===== src/logic/wdg_defines.vh =====
// Purpose: Constants shared by the supervision timer files.
// Assumes: Oscillator counts are in cycles of the 32768 Hz crystal clock.
// Notes:   Register offsets are byte addresses on the plain register port.
`ifndef WDG_DEFINES_VH
`define WDG_DEFINES_VH

`define WDG_AW           8
`define WDG_DW           32
`define WDG_CNT_W        16
`define WDG_HOLD_W       13
`define WDG_SYNC_W       5
`define WDG_IRQ_W        2

`define WDG_OSC_HZ       32768
`define WDG_PERIOD_MS    1500
// Sized so that each count meets its 16-bit or 13-bit target without truncation.
// 1.5 s of crystal ticks.
`define WDG_TERM_CNT     16'hC000
`define WDG_EW_US        1000
// About 1 ms of crystal ticks.
`define WDG_EW_CNT       16'h0021
// 4100 crystal cycles.
`define WDG_HOLD_CYC     13'h1004
`define WDG_HOLD_MS      125
`define WDG_START_ADDR   16'h0000

`define WDG_REG_CTRL     8'h00
`define WDG_REG_STATUS   8'h04
`define WDG_REG_IRQ_STAT 8'h08
`define WDG_REG_IRQ_MASK 8'h0C
`define WDG_REG_COUNT    8'h10

`define WDG_CTRL_REFRESH 0
`define WDG_CTRL_EWEN    1
`define WDG_CTRL_CLRFLAG 2

`define WDG_ST_FLAG      0
`define WDG_ST_RUN       1
`define WDG_ST_HOLD      2
`define WDG_ST_DBG       3
`define WDG_ST_STRAP     4

`define WDG_IRQ_EW       0
`define WDG_IRQ_OVF      1

`define WDG_SY_OSC       0
`define WDG_SY_RSTPIN    1
`define WDG_SY_WAKE      2
`define WDG_SY_DBG       3
`define WDG_SY_STRAP     4

`endif


===== src/logic/wdg_sync2.v =====
// Purpose: Two-stage synchroniser for the pin-level inputs.
// Assumes: Each bit is an independent level.
// Notes:   Only the second stage leaves this module.
`timescale 1ns/1ps
`default_nettype none
`include "wdg_defines.vh"

module wdg_sync2 (
  input  wire                   clk_in,
  input  wire                   sys_rst_in,
  input  wire [`WDG_SYNC_W-1:0] async_in,
  output reg  [`WDG_SYNC_W-1:0] sync_out
);

  reg [`WDG_SYNC_W-1:0] meta;

  always @(posedge clk_in or posedge sys_rst_in) begin
    if (sys_rst_in) begin
      meta     <= {`WDG_SYNC_W{1'b0}};
      sync_out <= {`WDG_SYNC_W{1'b0}};
    end else begin
      meta     <= async_in;
      sync_out <= meta;
    end
  end

endmodule // wdg_sync2
`default_nettype wire


===== src/logic/wdg_irq.v =====
// Purpose: Sticky interrupt status, mask and level interrupt output.
// Assumes: A read of the status register clears every bit.
// Notes:   A new event in the clearing cycle stays set.
`timescale 1ns/1ps
`default_nettype none
`include "wdg_defines.vh"

module wdg_irq (
  input  wire                  clk_in,
  input  wire                  sys_rst_in,
  input  wire [`WDG_IRQ_W-1:0] event_in,
  input  wire                  stat_rd_in,
  input  wire                  mask_wr_in,
  input  wire [`WDG_IRQ_W-1:0] mask_data_in,
  output reg  [`WDG_IRQ_W-1:0] stat_out,
  output reg  [`WDG_IRQ_W-1:0] mask_out,
  output wire                  irq_out
);

  wire [`WDG_IRQ_W-1:0] next_stat;

  assign next_stat = (stat_out & {`WDG_IRQ_W{~stat_rd_in}}) | event_in;
  assign irq_out   = |(stat_out & mask_out);

  always @(posedge clk_in or posedge sys_rst_in) begin
    if (sys_rst_in) begin
      stat_out <= {`WDG_IRQ_W{1'b0}};
      mask_out <= {`WDG_IRQ_W{1'b0}};
    end else begin
      stat_out <= next_stat;
      if (mask_wr_in) begin
        mask_out <= mask_data_in;
      end
    end
  end

endmodule // wdg_irq
`default_nettype wire


===== src/logic/wdg_timer.v =====
// Purpose: Fixed-period supervision timer with chip reset and restart.
// Assumes: clk_in is 10 MHz; the crystal clock arrives as a pin level.
// Notes:   Nothing software writes can stop the count.
//
// The address-and-strobe port and the register offsets were chosen for this implementation.
`timescale 1ns/1ps
`default_nettype none
`include "wdg_defines.vh"

module wdg_timer #(
  parameter [`WDG_CNT_W-1:0]  TERM_CNT = `WDG_TERM_CNT,
  parameter [`WDG_HOLD_W-1:0] HOLD_CYC = `WDG_HOLD_CYC
) (
  input  wire              clk_in,
  input  wire              sys_rst_in,
  input  wire              osc_clk_in,
  input  wire              reset_pin_in,
  input  wire              wake_in,
  input  wire              debug_enable_in,
  input  wire              supervisory_voltage_strap_in,
  input  wire [`WDG_AW-1:0] addr_in,
  input  wire [`WDG_DW-1:0] wdata_in,
  input  wire              wr_in,
  input  wire              rd_in,
  output reg  [`WDG_DW-1:0] rdata_out,
  output reg               chip_reset_out,
  output reg               iram_wake_state_out,
  output reg               cpu_start_out,
  output reg  [15:0]       start_addr_out,
  output reg               fault_detect_en_out,
  output reg               overflow_sticky_flag_out,
  output wire              irq_out
);

  localparam ST_RUN  = 1'b0;
  localparam ST_HOLD = 1'b1;

  // Warning threshold sits the warning lead ahead of the overflow tick.
  localparam [`WDG_CNT_W-1:0] EW_LEAD = `WDG_EW_CNT;
  localparam [`WDG_CNT_W-1:0] TERM_M1 = TERM_CNT - 16'h0001;
  localparam [`WDG_CNT_W-1:0] EW_CNT  = TERM_M1 - EW_LEAD;
  localparam [`WDG_HOLD_W-1:0] HOLD_M1 = HOLD_CYC - 13'h0001;

  // Register decode shared by the read and write paths.
  function hit;
    input [`WDG_AW-1:0] a;
    input [`WDG_AW-1:0] off;
    begin
      hit = (a == off);
    end
  endfunction

  wire [`WDG_SYNC_W-1:0] pins_raw;
  wire [`WDG_SYNC_W-1:0] pins_s;

  assign pins_raw[`WDG_SY_OSC]    = osc_clk_in;
  assign pins_raw[`WDG_SY_RSTPIN] = reset_pin_in;
  assign pins_raw[`WDG_SY_WAKE]   = wake_in;
  assign pins_raw[`WDG_SY_DBG]    = debug_enable_in;
  assign pins_raw[`WDG_SY_STRAP]  = supervisory_voltage_strap_in;

  wdg_sync2 u_sync (
    .clk_in     (clk_in),
    .sys_rst_in (sys_rst_in),
    .async_in   (pins_raw),
    .sync_out   (pins_s)
  );

  wire osc_s   = pins_s[`WDG_SY_OSC];
  wire rstpin  = pins_s[`WDG_SY_RSTPIN];
  wire wake_s  = pins_s[`WDG_SY_WAKE];
  wire dbg_s   = pins_s[`WDG_SY_DBG];
  wire strap_s = pins_s[`WDG_SY_STRAP];

  reg                    osc_q;
  reg                    state;
  reg  [`WDG_CNT_W-1:0]  count;
  reg  [`WDG_HOLD_W-1:0] hold_cnt;
  reg                    ew_enable;
  reg                    ew_done;

  reg                    next_state;
  reg  [`WDG_CNT_W-1:0]  next_count;
  reg  [`WDG_HOLD_W-1:0] next_hold_cnt;
  reg                    next_ew_done;
  reg                    ovf_evt;
  reg                    ew_evt;
  reg                    start_evt;

  wire tick = osc_s & ~osc_q;

  wire wr_ctrl  = wr_in & hit(addr_in, `WDG_REG_CTRL);
  wire wr_mask  = wr_in & hit(addr_in, `WDG_REG_IRQ_MASK);
  wire rd_istat = rd_in & hit(addr_in, `WDG_REG_IRQ_STAT);

  wire refresh  = wr_ctrl & wdata_in[`WDG_CTRL_REFRESH];
  wire clr_flag = wr_ctrl & wdata_in[`WDG_CTRL_CLRFLAG];

  wire disabled = strap_s | dbg_s;

  wire [`WDG_IRQ_W-1:0] irq_evt;
  wire [`WDG_IRQ_W-1:0] irq_stat;
  wire [`WDG_IRQ_W-1:0] irq_mask;

  assign irq_evt[`WDG_IRQ_EW]  = ew_evt;
  assign irq_evt[`WDG_IRQ_OVF] = ovf_evt;

  wdg_irq u_irq (
    .clk_in       (clk_in),
    .sys_rst_in   (sys_rst_in),
    .event_in     (irq_evt),
    .stat_rd_in   (rd_istat),
    .mask_wr_in   (wr_mask),
    .mask_data_in (wdata_in[`WDG_IRQ_W-1:0]),
    .stat_out     (irq_stat),
    .mask_out     (irq_mask),
    .irq_out      (irq_out)
  );

  // Next-state logic for the count and the reset hold sequence.
  always @* begin
    next_state    = state;
    next_count    = count;
    next_hold_cnt = hold_cnt;
    next_ew_done  = ew_done;
    ovf_evt       = 1'b0;
    ew_evt        = 1'b0;
    start_evt     = 1'b0;
    case (state)
      ST_RUN: begin
        if (disabled || !wake_s) begin
          next_count   = {`WDG_CNT_W{1'b0}};
          next_ew_done = 1'b0;
        end else if (refresh) begin
          next_count   = {`WDG_CNT_W{1'b0}};
          next_ew_done = 1'b0;
        end else if (tick) begin
          if (count == TERM_M1) begin
            ovf_evt       = 1'b1;
            next_state    = ST_HOLD;
            next_count    = {`WDG_CNT_W{1'b0}};
            next_hold_cnt = {`WDG_HOLD_W{1'b0}};
            next_ew_done  = 1'b0;
          end else begin
            next_count = count + 16'h0001;
            if (count == EW_CNT && ew_enable && !ew_done) begin
              ew_evt       = 1'b1;
              next_ew_done = 1'b1;
            end
          end
        end
      end
      ST_HOLD: begin
        if (tick) begin
          if (hold_cnt == HOLD_M1) begin
            next_state    = ST_RUN;
            next_hold_cnt = {`WDG_HOLD_W{1'b0}};
            start_evt     = 1'b1;
          end else begin
            next_hold_cnt = hold_cnt + 13'h0001;
          end
        end
      end
      default: begin
        next_state    = ST_RUN;
        next_count    = {`WDG_CNT_W{1'b0}};
        next_hold_cnt = {`WDG_HOLD_W{1'b0}};
        next_ew_done  = 1'b0;
      end
    endcase
  end

  always @(posedge clk_in or posedge sys_rst_in) begin
    if (sys_rst_in) begin
      osc_q    <= 1'b0;
      state    <= ST_RUN;
      count    <= {`WDG_CNT_W{1'b0}};
      hold_cnt <= {`WDG_HOLD_W{1'b0}};
      ew_done  <= 1'b0;
    end else begin
      osc_q    <= osc_s;
      state    <= next_state;
      count    <= next_count;
      hold_cnt <= next_hold_cnt;
      ew_done  <= next_ew_done;
    end
  end

  // Early-warning enable survives the chip reset; only software changes it.
  always @(posedge clk_in or posedge sys_rst_in) begin
    if (sys_rst_in) begin
      ew_enable <= 1'b0;
    end else if (wr_ctrl) begin
      ew_enable <= wdata_in[`WDG_CTRL_EWEN];
    end
  end

  // Chip reset and restart outputs.
  always @(posedge clk_in or posedge sys_rst_in) begin
    if (sys_rst_in) begin
      chip_reset_out      <= 1'b0;
      iram_wake_state_out <= 1'b0;
      cpu_start_out       <= 1'b0;
      start_addr_out      <= `WDG_START_ADDR;
      fault_detect_en_out <= 1'b1;
    end else begin
      chip_reset_out      <= (next_state == ST_HOLD);
      iram_wake_state_out <= (next_state == ST_HOLD);
      cpu_start_out       <= start_evt;
      start_addr_out      <= `WDG_START_ADDR;
      fault_detect_en_out <= ~strap_s;
    end
  end

  // The sticky flag is not touched by the chip reset this block drives.
  always @(posedge clk_in or posedge sys_rst_in) begin
    if (sys_rst_in) begin
      overflow_sticky_flag_out <= 1'b0;
    end else if (ovf_evt) begin
      overflow_sticky_flag_out <= 1'b1;
    end else if (rstpin) begin
      overflow_sticky_flag_out <= 1'b0;
    end else if (clr_flag) begin
      overflow_sticky_flag_out <= 1'b0;
    end
  end

  // Read data stand only in the cycle after the read strobe.
  reg [`WDG_DW-1:0] next_rdata;

  always @* begin
    next_rdata = {`WDG_DW{1'b0}};
    if (rd_in) begin
      case (addr_in)
        `WDG_REG_CTRL: begin
          next_rdata[`WDG_CTRL_EWEN] = ew_enable;
        end
        `WDG_REG_STATUS: begin
          next_rdata[`WDG_ST_FLAG]  = overflow_sticky_flag_out;
          next_rdata[`WDG_ST_RUN]   = ~disabled & wake_s;
          next_rdata[`WDG_ST_HOLD]  = state;
          next_rdata[`WDG_ST_DBG]   = dbg_s;
          next_rdata[`WDG_ST_STRAP] = strap_s;
        end
        `WDG_REG_IRQ_STAT: begin
          next_rdata[`WDG_IRQ_W-1:0] = irq_stat;
        end
        `WDG_REG_IRQ_MASK: begin
          next_rdata[`WDG_IRQ_W-1:0] = irq_mask;
        end
        `WDG_REG_COUNT: begin
          next_rdata[`WDG_CNT_W-1:0] = count;
        end
        default: begin
          next_rdata = {`WDG_DW{1'b0}};
        end
      endcase
    end
  end

  always @(posedge clk_in or posedge sys_rst_in) begin
    if (sys_rst_in) begin
      rdata_out <= {`WDG_DW{1'b0}};
    end else begin
      rdata_out <= next_rdata;
    end
  end

endmodule // wdg_timer
`default_nettype wire


===== config.mk =====
export PLATFORM = sky130hd
export DESIGN_NAME = wdg_timer
export DESIGN_NICKNAME = d
export VERILOG_FILES = /design/src/logic/wdg_sync2.v /design/src/logic/wdg_irq.v /design/src/logic/wdg_timer.v
export VERILOG_INCLUDE_DIRS = /design/src /design/src/logic
export SDC_FILE = /design/constraint.sdc
export NUM_CORES = 1
export LEC_CHECK = 0
export BUFFER_PORTS_ARGS = -buffer_cell sky130_fd_sc_hd__clkbuf_2
export CORE_ASPECT_RATIO = 0.75
export CORE_MARGIN = 3
export CORE_UTILIZATION = 46
export CTS_CLUSTER_SIZE = 16
export DETAILED_ROUTE_END_ITERATION = 8
export PLACE_DENSITY = 0.79
export SLEW_MARGIN = 10
export SYNTH_ARGS = -nofsm -noshare
export SYNTH_HDL_FRONTEND = slang
export SYNTH_SLANG_ARGS = --single-unit

===== constraint.sdc =====
create_clock -name clk_in -period 1.85 [get_ports clk_in]
set_input_delay 0 -clock clk_in [delete_from_list [all_inputs] [get_ports clk_in]]
set_output_delay 0 -clock clk_in [all_outputs]
set_load 0.005 [all_outputs]

==> results of run 1 <==
## flip-flops by register name (all words and copies together), names as in the netlist
signal	flops
count	16
cpu_start_out	1
ew_done	1
ew_enable	1
fault_detect_en_out	1
hold_cnt	13
iram_wake_state_out	1
osc_q	1
overflow_sticky_flag_out	1
rdata_out	16
u_irq.mask_out	2
u_irq.stat_out	2
u_sync.meta	5
u_sync.sync_out	5
## cell usage after synthesis, types with 3 or more instances
| cell | count | area, um^2 |
|---|---|---|
| inv_1 | 9 | 33.8 |
| mux2_2 | 3 | 33.8 |
| ha_1 | 3 | 37.5 |
| o31ai_1 | 4 | 30.0 |
| or4_1 | 5 | 37.5 |
| and3_1 | 19 | 119 |
| clkbuf_1 | 10 | 37.5 |
| a22oi_1 | 3 | 22.5 |
| a31oi_1 | 8 | 50.1 |
| a21oi_1 | 16 | 80.1 |
| nand4_1 | 10 | 62.6 |
| a21o_1 | 3 | 22.5 |
| a2111oi_0 | 3 | 26.3 |
| or3_1 | 5 | 31.3 |
| nor2b_1 | 5 | 31.3 |
| nor2_1 | 17 | 63.8 |
| nor4_1 | 5 | 31.3 |
| and2_1 | 3 | 18.8 |
| o21a_1 | 3 | 22.5 |
| nand2b_1 | 3 | 18.8 |
| and4_1 | 3 | 26.3 |
| dfrtp_1 | 65 | 1630 |
| o21ai_0 | 13 | 65.1 |
| xnor2_1 | 6 | 52.6 |
| mux2i_1 | 4 | 40.0 |
| buf_4 | 34 | 255 |
| nand3_1 | 13 | 65.1 |
| nand2_1 | 16 | 60.1 |
## power by group through the flow
stage | registers (W) | clock network (W) | logic (W)
floorplan | 0.00165 | 0 | 0.000278
global placement | 0.00165 | 0 | 0.000378
detailed placement | 0.00165 | 0 | 0.000398
CTS | 0.00163 | 0.00147 | 0.000417
global route | 0.00166 | 0.00154 | 0.000477
finish | 0.00165 | 0.00146 | 0.000434
## repair_timing
item                                   in CTS  in global routing
hold buffers                                9                  0
cloned                                      0                  1
endpoints found under the hold margin      34                  0
pin swaps                                   3                  5
buffers inserted                            3                  3
setup endpoints to repair                  10                 27
gates resized for setup                     3                 19
## metrics by stage
stage	std cells	power (W)	cell area, um^2	setup TNS (ns)
global route	523	0.00368	4270	-0.137
global placement	491	0.00202	3790	-0.00578
CTS	519	0.00352	4160	0
detailed placement	491	0.00205	3790	-0.147
floorplan	358	0.00192	3440	-0.00243
finish	523	0.00354	4270	0
## how the worst min path moves through the flow
stage	to	start	cells after the start
floorplan	u_sync.meta[0]	osc_clk_in	0
global placement	ew_enable	sys_rst_in	2
detailed placement	u_irq.mask_out[1]	sys_rst_in	2
CTS	rdata_out[0]	addr_in[5]	3
global route	rdata_out[0]	addr_in[5]	3
finish	rdata_out[0]	addr_in[5]	3
## tightest hold or removal path: stages
cell and delay [ns]:
clkbuf_2 0.10, nor2_1 0.06, and4_1 0.16
## cell usage in the layout (no fill, tap or decap), drive strengths merged, types with 2 or more instances in the layout
cell type     n
a31oi         8
nor2         17
clkinv        2
a21oi        17
o21a          3
nand3        13
nor2b         5
nor3          2
a22o          2
and3         19
or3           5
inv           9
conb         32
mux2          3
nor4          5
bufinv        3
nand4        10
dfrtp        65
o22ai         2
xnor2         6
a211o         2
a2111oi       3
and2          5
and4          4
clkbuf       51
a21o          3
ha            3
nor3b         2
dlygate4sd3   9
a211oi        2
o31ai         4
nand2        17
o21ai        14
a22oi         3
mux2i         4
nand2b        3
nor4b         2
or4           6
buf          46
## area by class of cell
cell class | count | area, um^2 | area share [%]
flip-flops and latches | 66 | 1650 | 38.7
multi-input cells | 238 | 1540 | 36.1
repair buffers | 96 | 673 | 15.8
clock buffers | 10 | 128 | 2.99
well taps | 98 | 123 | 2.87
clock inverters | 6 | 115 | 2.70
inverters | 9 | 33.8 | 0.792
## metal layers
| layer | part of all wire (%) | wire length [um] | GRT usage (%) | up-vias |
|---|---|---|---|---|
| met5 | 0 | 0 | 0 | - |
| met1 | 45 | 3690 | 27.3 | 1346 |
| met2 | 43 | 3480 | 27.5 | 164 |
| met3 | 11 | 873 | 6.87 | 18 |
| met4 | 1.2 | 99 | 4.12 | 0 |
| li1 | - | - | - | 1311 |
## kinds of logic after synthesis
| group | synth area share, % |
|---|---|
| xor gates and xnor gates | 1.59 |
| DFF | 49.9 |
| muxes | 2.23 |
| buffers and inverters | 10.4 |
| adders and majority gates | 1.13 |
| other | 0.113 |
| and+or+nand+nor | 20.7 |
| AOI/OAI and AO/OA | 13.9 |
==> impl_metrics.json, run 1 <==
{
  "synth_edf_count": 0,
  "post_route_cells_drive_above_1_share_pct": 31.1,
  "start_util_pct": 48.0,
  "synth.yosys.warnings": 0,
  "cp_num_cells": 5,
  "r2r_cells": 5,
  "synth_top_flop_cell": "dfrtp_1",
  "n_antenna_cell": 0,
  "slew_violations": 0,
  "cts_tree": "done",
  "drt_wl_total_mm": 8.14,
  "finalCritPeriodShare_pct": 99.4,
  "drt_iter0_drc": 265,
  "fin_crit_ns": 1.84,
  "numPortBuffers": 41,
  "path_clk_slew_ns": 0.08,
  "status": "complete, no violations",
  "finalNetCount": 472,
  "worstMarginPinSlew_ns": 0.545,
  "arrival_ns": 2.07,
  "max_freq_mhz": 544,
  "gp_congestion": 0.907,
  "std_cell_rows": 26,
  "p_int_w": 0.00264,
  "grt_max_degree": 42,
  "ioPinCount": 103,
  "synth_cell_types": 57,
  "reg2reg_from": "count[9]",
  "track_usage_pct": 19.0,
  "place_hpwl_mm": 5.69,
  "synth_cells": 327,
  "r2r_end": "hold_cnt[8]",
  "finalWorstSetupSlack_ns": 0.0116,
  "syn_area_per_cell_um2": 10.1,
  "fillers": 569,
  "root_buffer": "clkbuf_8",
  "ff2ff_setup_slack_ns": 0.01,
  "power.leakage_nw": 2.07,
  "first_global_vias": 2486,
  "crit_slowest_cell": "or4_4",
  "grt_overflow_total": 0,
  "die-area_um2": 8260,
  "dp_slack_ns": -0.0743,
  "yosysSeqAreaShare_pct": 49.9,
  "min_path_type": "primary input to flip-flop",
  "firstDrtPassIters": 5,
  "dieWidth_um": 104,
  "area_growth_pct": 28.9,
  "grt_first_pass_wirelength_mm": 12.4,
  "switching_share_pct": 25.4,
  "p_switching_w": 0.000899,
  "startpoint": "count[9]",
  "drt.antenna.violating_nets": 0,
  "p_seq_share_pct": 46.6,
  "ys_ff_latch": 66,
  "skew_ns": 0.0172,
  "p_per_area_nw_per_um2": 829,
  "clkLatencyLatePin_ns": 0.35,
  "drc": 0,
  "endpoint_kind": "flip-flop",
  "slowest_delay_ns": 0.54,
  "synthArstFlopShare_pct": 100,
  "critical_path.max_fanout": 4,
  "core-area_um2": 6900,
  "hold_ws_ns": 0.0118,
  "crit_end": "hold_cnt[8]",
  "cts_buffers": 9,
  "vdd_ir_drop_max_uv": 406,
  "path_class": "flip-flop to flip-flop",
  "synth.cell_area_um2": 3310,
  "htreeDepth": 3,
  "max-slew-margin-rel_pct": 62.7,
  "path_buf_inv": 0,
  "rsz0062_at_grt": "yes",
  "postLayoutCoreUtil_pct": 61.9,
  "setup_viol": 0,
  "finalHoldViolCount": 0,
  "viasPerCell": 5.43,
  "clkPwrFrac_pct": 41.2,
  "antenna_found_initial": 0,
  "crit_family": "simple AND/OR/NAND/NOR gates",
  "dieHeight_um": 79.5,
  "drt-wirelength-per-cell_um": 15.6,
  "combPwrFrac_pct": 12.3,
  "drv_cap": 0,
  "crit_path_cell_trace": "and4_4 -> nand3_2 -> or4_4 -> o21a_4 -> a211o_1",
  "crit_required_ns": 2.08,
  "vias": 2839,
  "cp-start-kind": "flip-flop",
  "cts_sinks": 66,
  "clockBufferDepth": 2
}
Note: power is estimated with default switching activity, not from simulation.
==> run 2: changes to the inputs <==
--- a/config.mk
+++ b/config.mk
@@ -12,7 +12,8 @@
 export CORE_UTILIZATION = 46
 export CTS_CLUSTER_SIZE = 16
 export DETAILED_ROUTE_END_ITERATION = 8
-export PLACE_DENSITY = 0.79
+export GPL_TIMING_DRIVEN = 0
+export PLACE_DENSITY = 0.76
 export SLEW_MARGIN = 10
 export SYNTH_ARGS = -nofsm -noshare
 export SYNTH_HDL_FRONTEND = slang
==> run 2 against run 1 <==
  * The run now ends with negative setup slack left
  * Worst setup slack worse by 0.051 ns
  * Combinational power is 13% lower
  * Flip-flop and latch count stayed put
  * Core utilization is 2.6 points higher
  * First-iteration DRC count is 5.7% lower
  * Sequential power is 3% higher
  * Cell area is 4.1% higher
  * Critical path depth stayed put
==> impl_metrics.json, run 2 (synthesis results as in run 1) <==
{
  "vdd_ir_drop_max_uv": 370,
  "dieWidth_um": 104,
  "slew_violations": 0,
  "power.leakage_nw": 2.15,
  "fillers": 569,
  "final_cell_mix": "buf_4 (60), dfrtp_1 (55), clkbuf_2 (39)",
  "hold_path.startpoint": "addr_in[5]",
  "violations": "negative setup slack",
  "slowest_delay_ns": 0.55,
  "start_util_pct": 48.0,
  "min_delay_path_depth": 3,
  "setup_viol": 8,
  "first_global_vias": 2603,
  "post_route_cells_drive_above_1_share_pct": 38.4,
  "finalCritPeriodShare_pct": 102,
  "grt_overflow_total": 0,
  "vias": 2874,
  "hold_end": "rdata_out[1]",
  "ioPinCount": 103,
  "drc": 0,
  "max_freq_mhz": 529,
  "status": "complete, but fails checks",
  "cts_sinks": 66,
  "grt_max_degree": 67,
  "final_common_cell": "buf_4",
  "rsz0062_at_grt": "yes",
  "numPortBuffers": 39,
  "drt.antenna.violating_nets": 0,
  "path_class": "flip-flop to flip-flop",
  "reg2reg_from": "count[8]",
  "root_buffer": "clkbuf_8",
  "firstDrtPassIters": 7,
  "n_antenna_cell": 0,
  "top_regs": "count: 16 flops, rdata_out: 16 flops, hold_cnt: 13 flops",
  "min_path_type": "primary input to flip-flop",
  "core-area_um2": 6900,
  "skew_ns": 0.0103,
  "dp_slack_ns": -0.411,
  "viasPerCell": 5.26,
  "cp_num_cells": 5,
  "drt_iter0_drc": 250,
  "critical_path.max_fanout": 4,
  "ff2ff_setup_slack_ns": -0.04,
  "r2r_end": "hold_cnt[8]",
  "endpoint_kind": "flip-flop",
  "arrival_ns": 2.12,
  "startpoint": "count[8]",
  "path_buf_inv": 0,
  "crit_required_ns": 2.08,
  "crit_family": "simple AND/OR/NAND/NOR gates",
  "grt_first_pass_wirelength_mm": 13.1,
  "track_usage_pct": 19.9,
  "postLayoutCoreUtil_pct": 64.4,
  "setup_tns_ns": -0.132,
  "cts_tree": "done",
  "antenna_found_initial": 0,
  "finalWorstSetupSlack_ns": -0.0393,
  "hold_ws_ns": 0.0346,
  "std_cell_rows": 26,
  "clockBufferDepth": 2,
  "place_hpwl_mm": 5.25,
  "r2r_cells": 5,
  "final_cell_area_um2": 4440,
  "detailed_place.area_um2": 3760,
  "area_growth_pct": 34.2,
  "gp_congestion": 0.865,
  "crit_slowest_cell": "or4_4",
  "finalNetCount": 495,
  "fin_crit_ns": 1.89,
  "die-area_um2": 8260,
  "cts_buffers": 9,
  "drt_wl_total_mm": 8.31,
  "cp-start-kind": "flip-flop",
  "htreeDepth": 3,
  "p_per_area_nw_per_um2": 732,
  "clkLatencyLatePin_ns": 0.34,
  "path_clk_slew_ns": 0.08,
  "crit_path_cell_trace": "and4_4 -> nand3_2 -> or4_4 -> o21a_4 -> a211o_1",
  "dieHeight_um": 79.5,
  "max-slew-margin-rel_pct": 48.1,
  "worstMarginPinSlew_ns": 0.779,
  "drv_cap": 0,
  "finalHoldViolCount": 0,
  "drt-wirelength-per-cell_um": 15.2
}
run 2: cell types whose count changed in the layout (fill, tap and decap cells not counted), sizes merged:
cell         before  now
buf              46   65
clkinv            2    5
and2              5    4
bufinv            3    1
clkbuf           51   54
dlygate4sd3       9   10
run 2: timing repair:
item / 4_1_cts / 5_1_grt
resized for setup: 24 / 30
pin swaps: 7 / 16
gates cloned: 0 / 2
endpoints found under the hold margin: 80 / 0
buffers inserted: 22 / 5
setup endpoints to repair: 33 / 33
hold buffers: 10 / 0
run 2: per-stage QoR:
stage                     std cells  total power [W]
after global placement          495          0.00201
final                           546          0.00325
after CTS                       540          0.00325
after global routing            546          0.00340
after floorplan                 358          0.00192
after detailed placement        495          0.00203
run 2: final cells by class:
| class | instances | area, um^2 | share of cell area [%] |
|---|---|---|---|
| inverter | 9 | 36.3 | 0.816 |
| buffer | 42 | 305 | 6.87 |
| clock buffer | 9 | 124 | 2.79 |
| tap | 98 | 123 | 2.76 |
| sequential | 66 | 1670 | 37.5 |
| multi-input combinational | 237 | 1610 | 36.1 |
| timing repair buffer | 78 | 514 | 11.6 |
| clock inverter | 7 | 70.1 | 1.58 |
run 2: worst max-delay path by stage:
stage,end,slack (ns)
detailed placement,hold_cnt[2],-0.41
global route,count[10],-0.13
finish,hold_cnt[8],-0.04
CTS,hold_cnt[8],-0.03
floorplan,hold_cnt[8],-0.001
global placement,u_sync.meta[4],-0.51
run 2: routing by layer:
metal / part of all wire [%] / GRT usage (%) / vias to the layer above
met5: 0 / 0 / -
met4: 1.2 / 6.11 / 0
met3: 8.7 / 5.82 / 11
met2: 43 / 29.5 / 161
met1: 47 / 28.1 / 1344
li1: - / - / 1358
run 2: tightest hold or removal path, stage by stage:
cell,delay [ns]
clkbuf_2,0.11
nor2_1,0.06
and4_1,0.17
run 2: where the power goes:
group / total [W] / switching [W] / internal [W] / leakage, nW
combinational: 0.000377 / 0.000186 / 0.000191 / 1.21
clock: 0.00118 / 0.000557 / 0.000619 / 0.0990
sequential: 0.00170 / 0.000159 / 0.00154 / 0.848
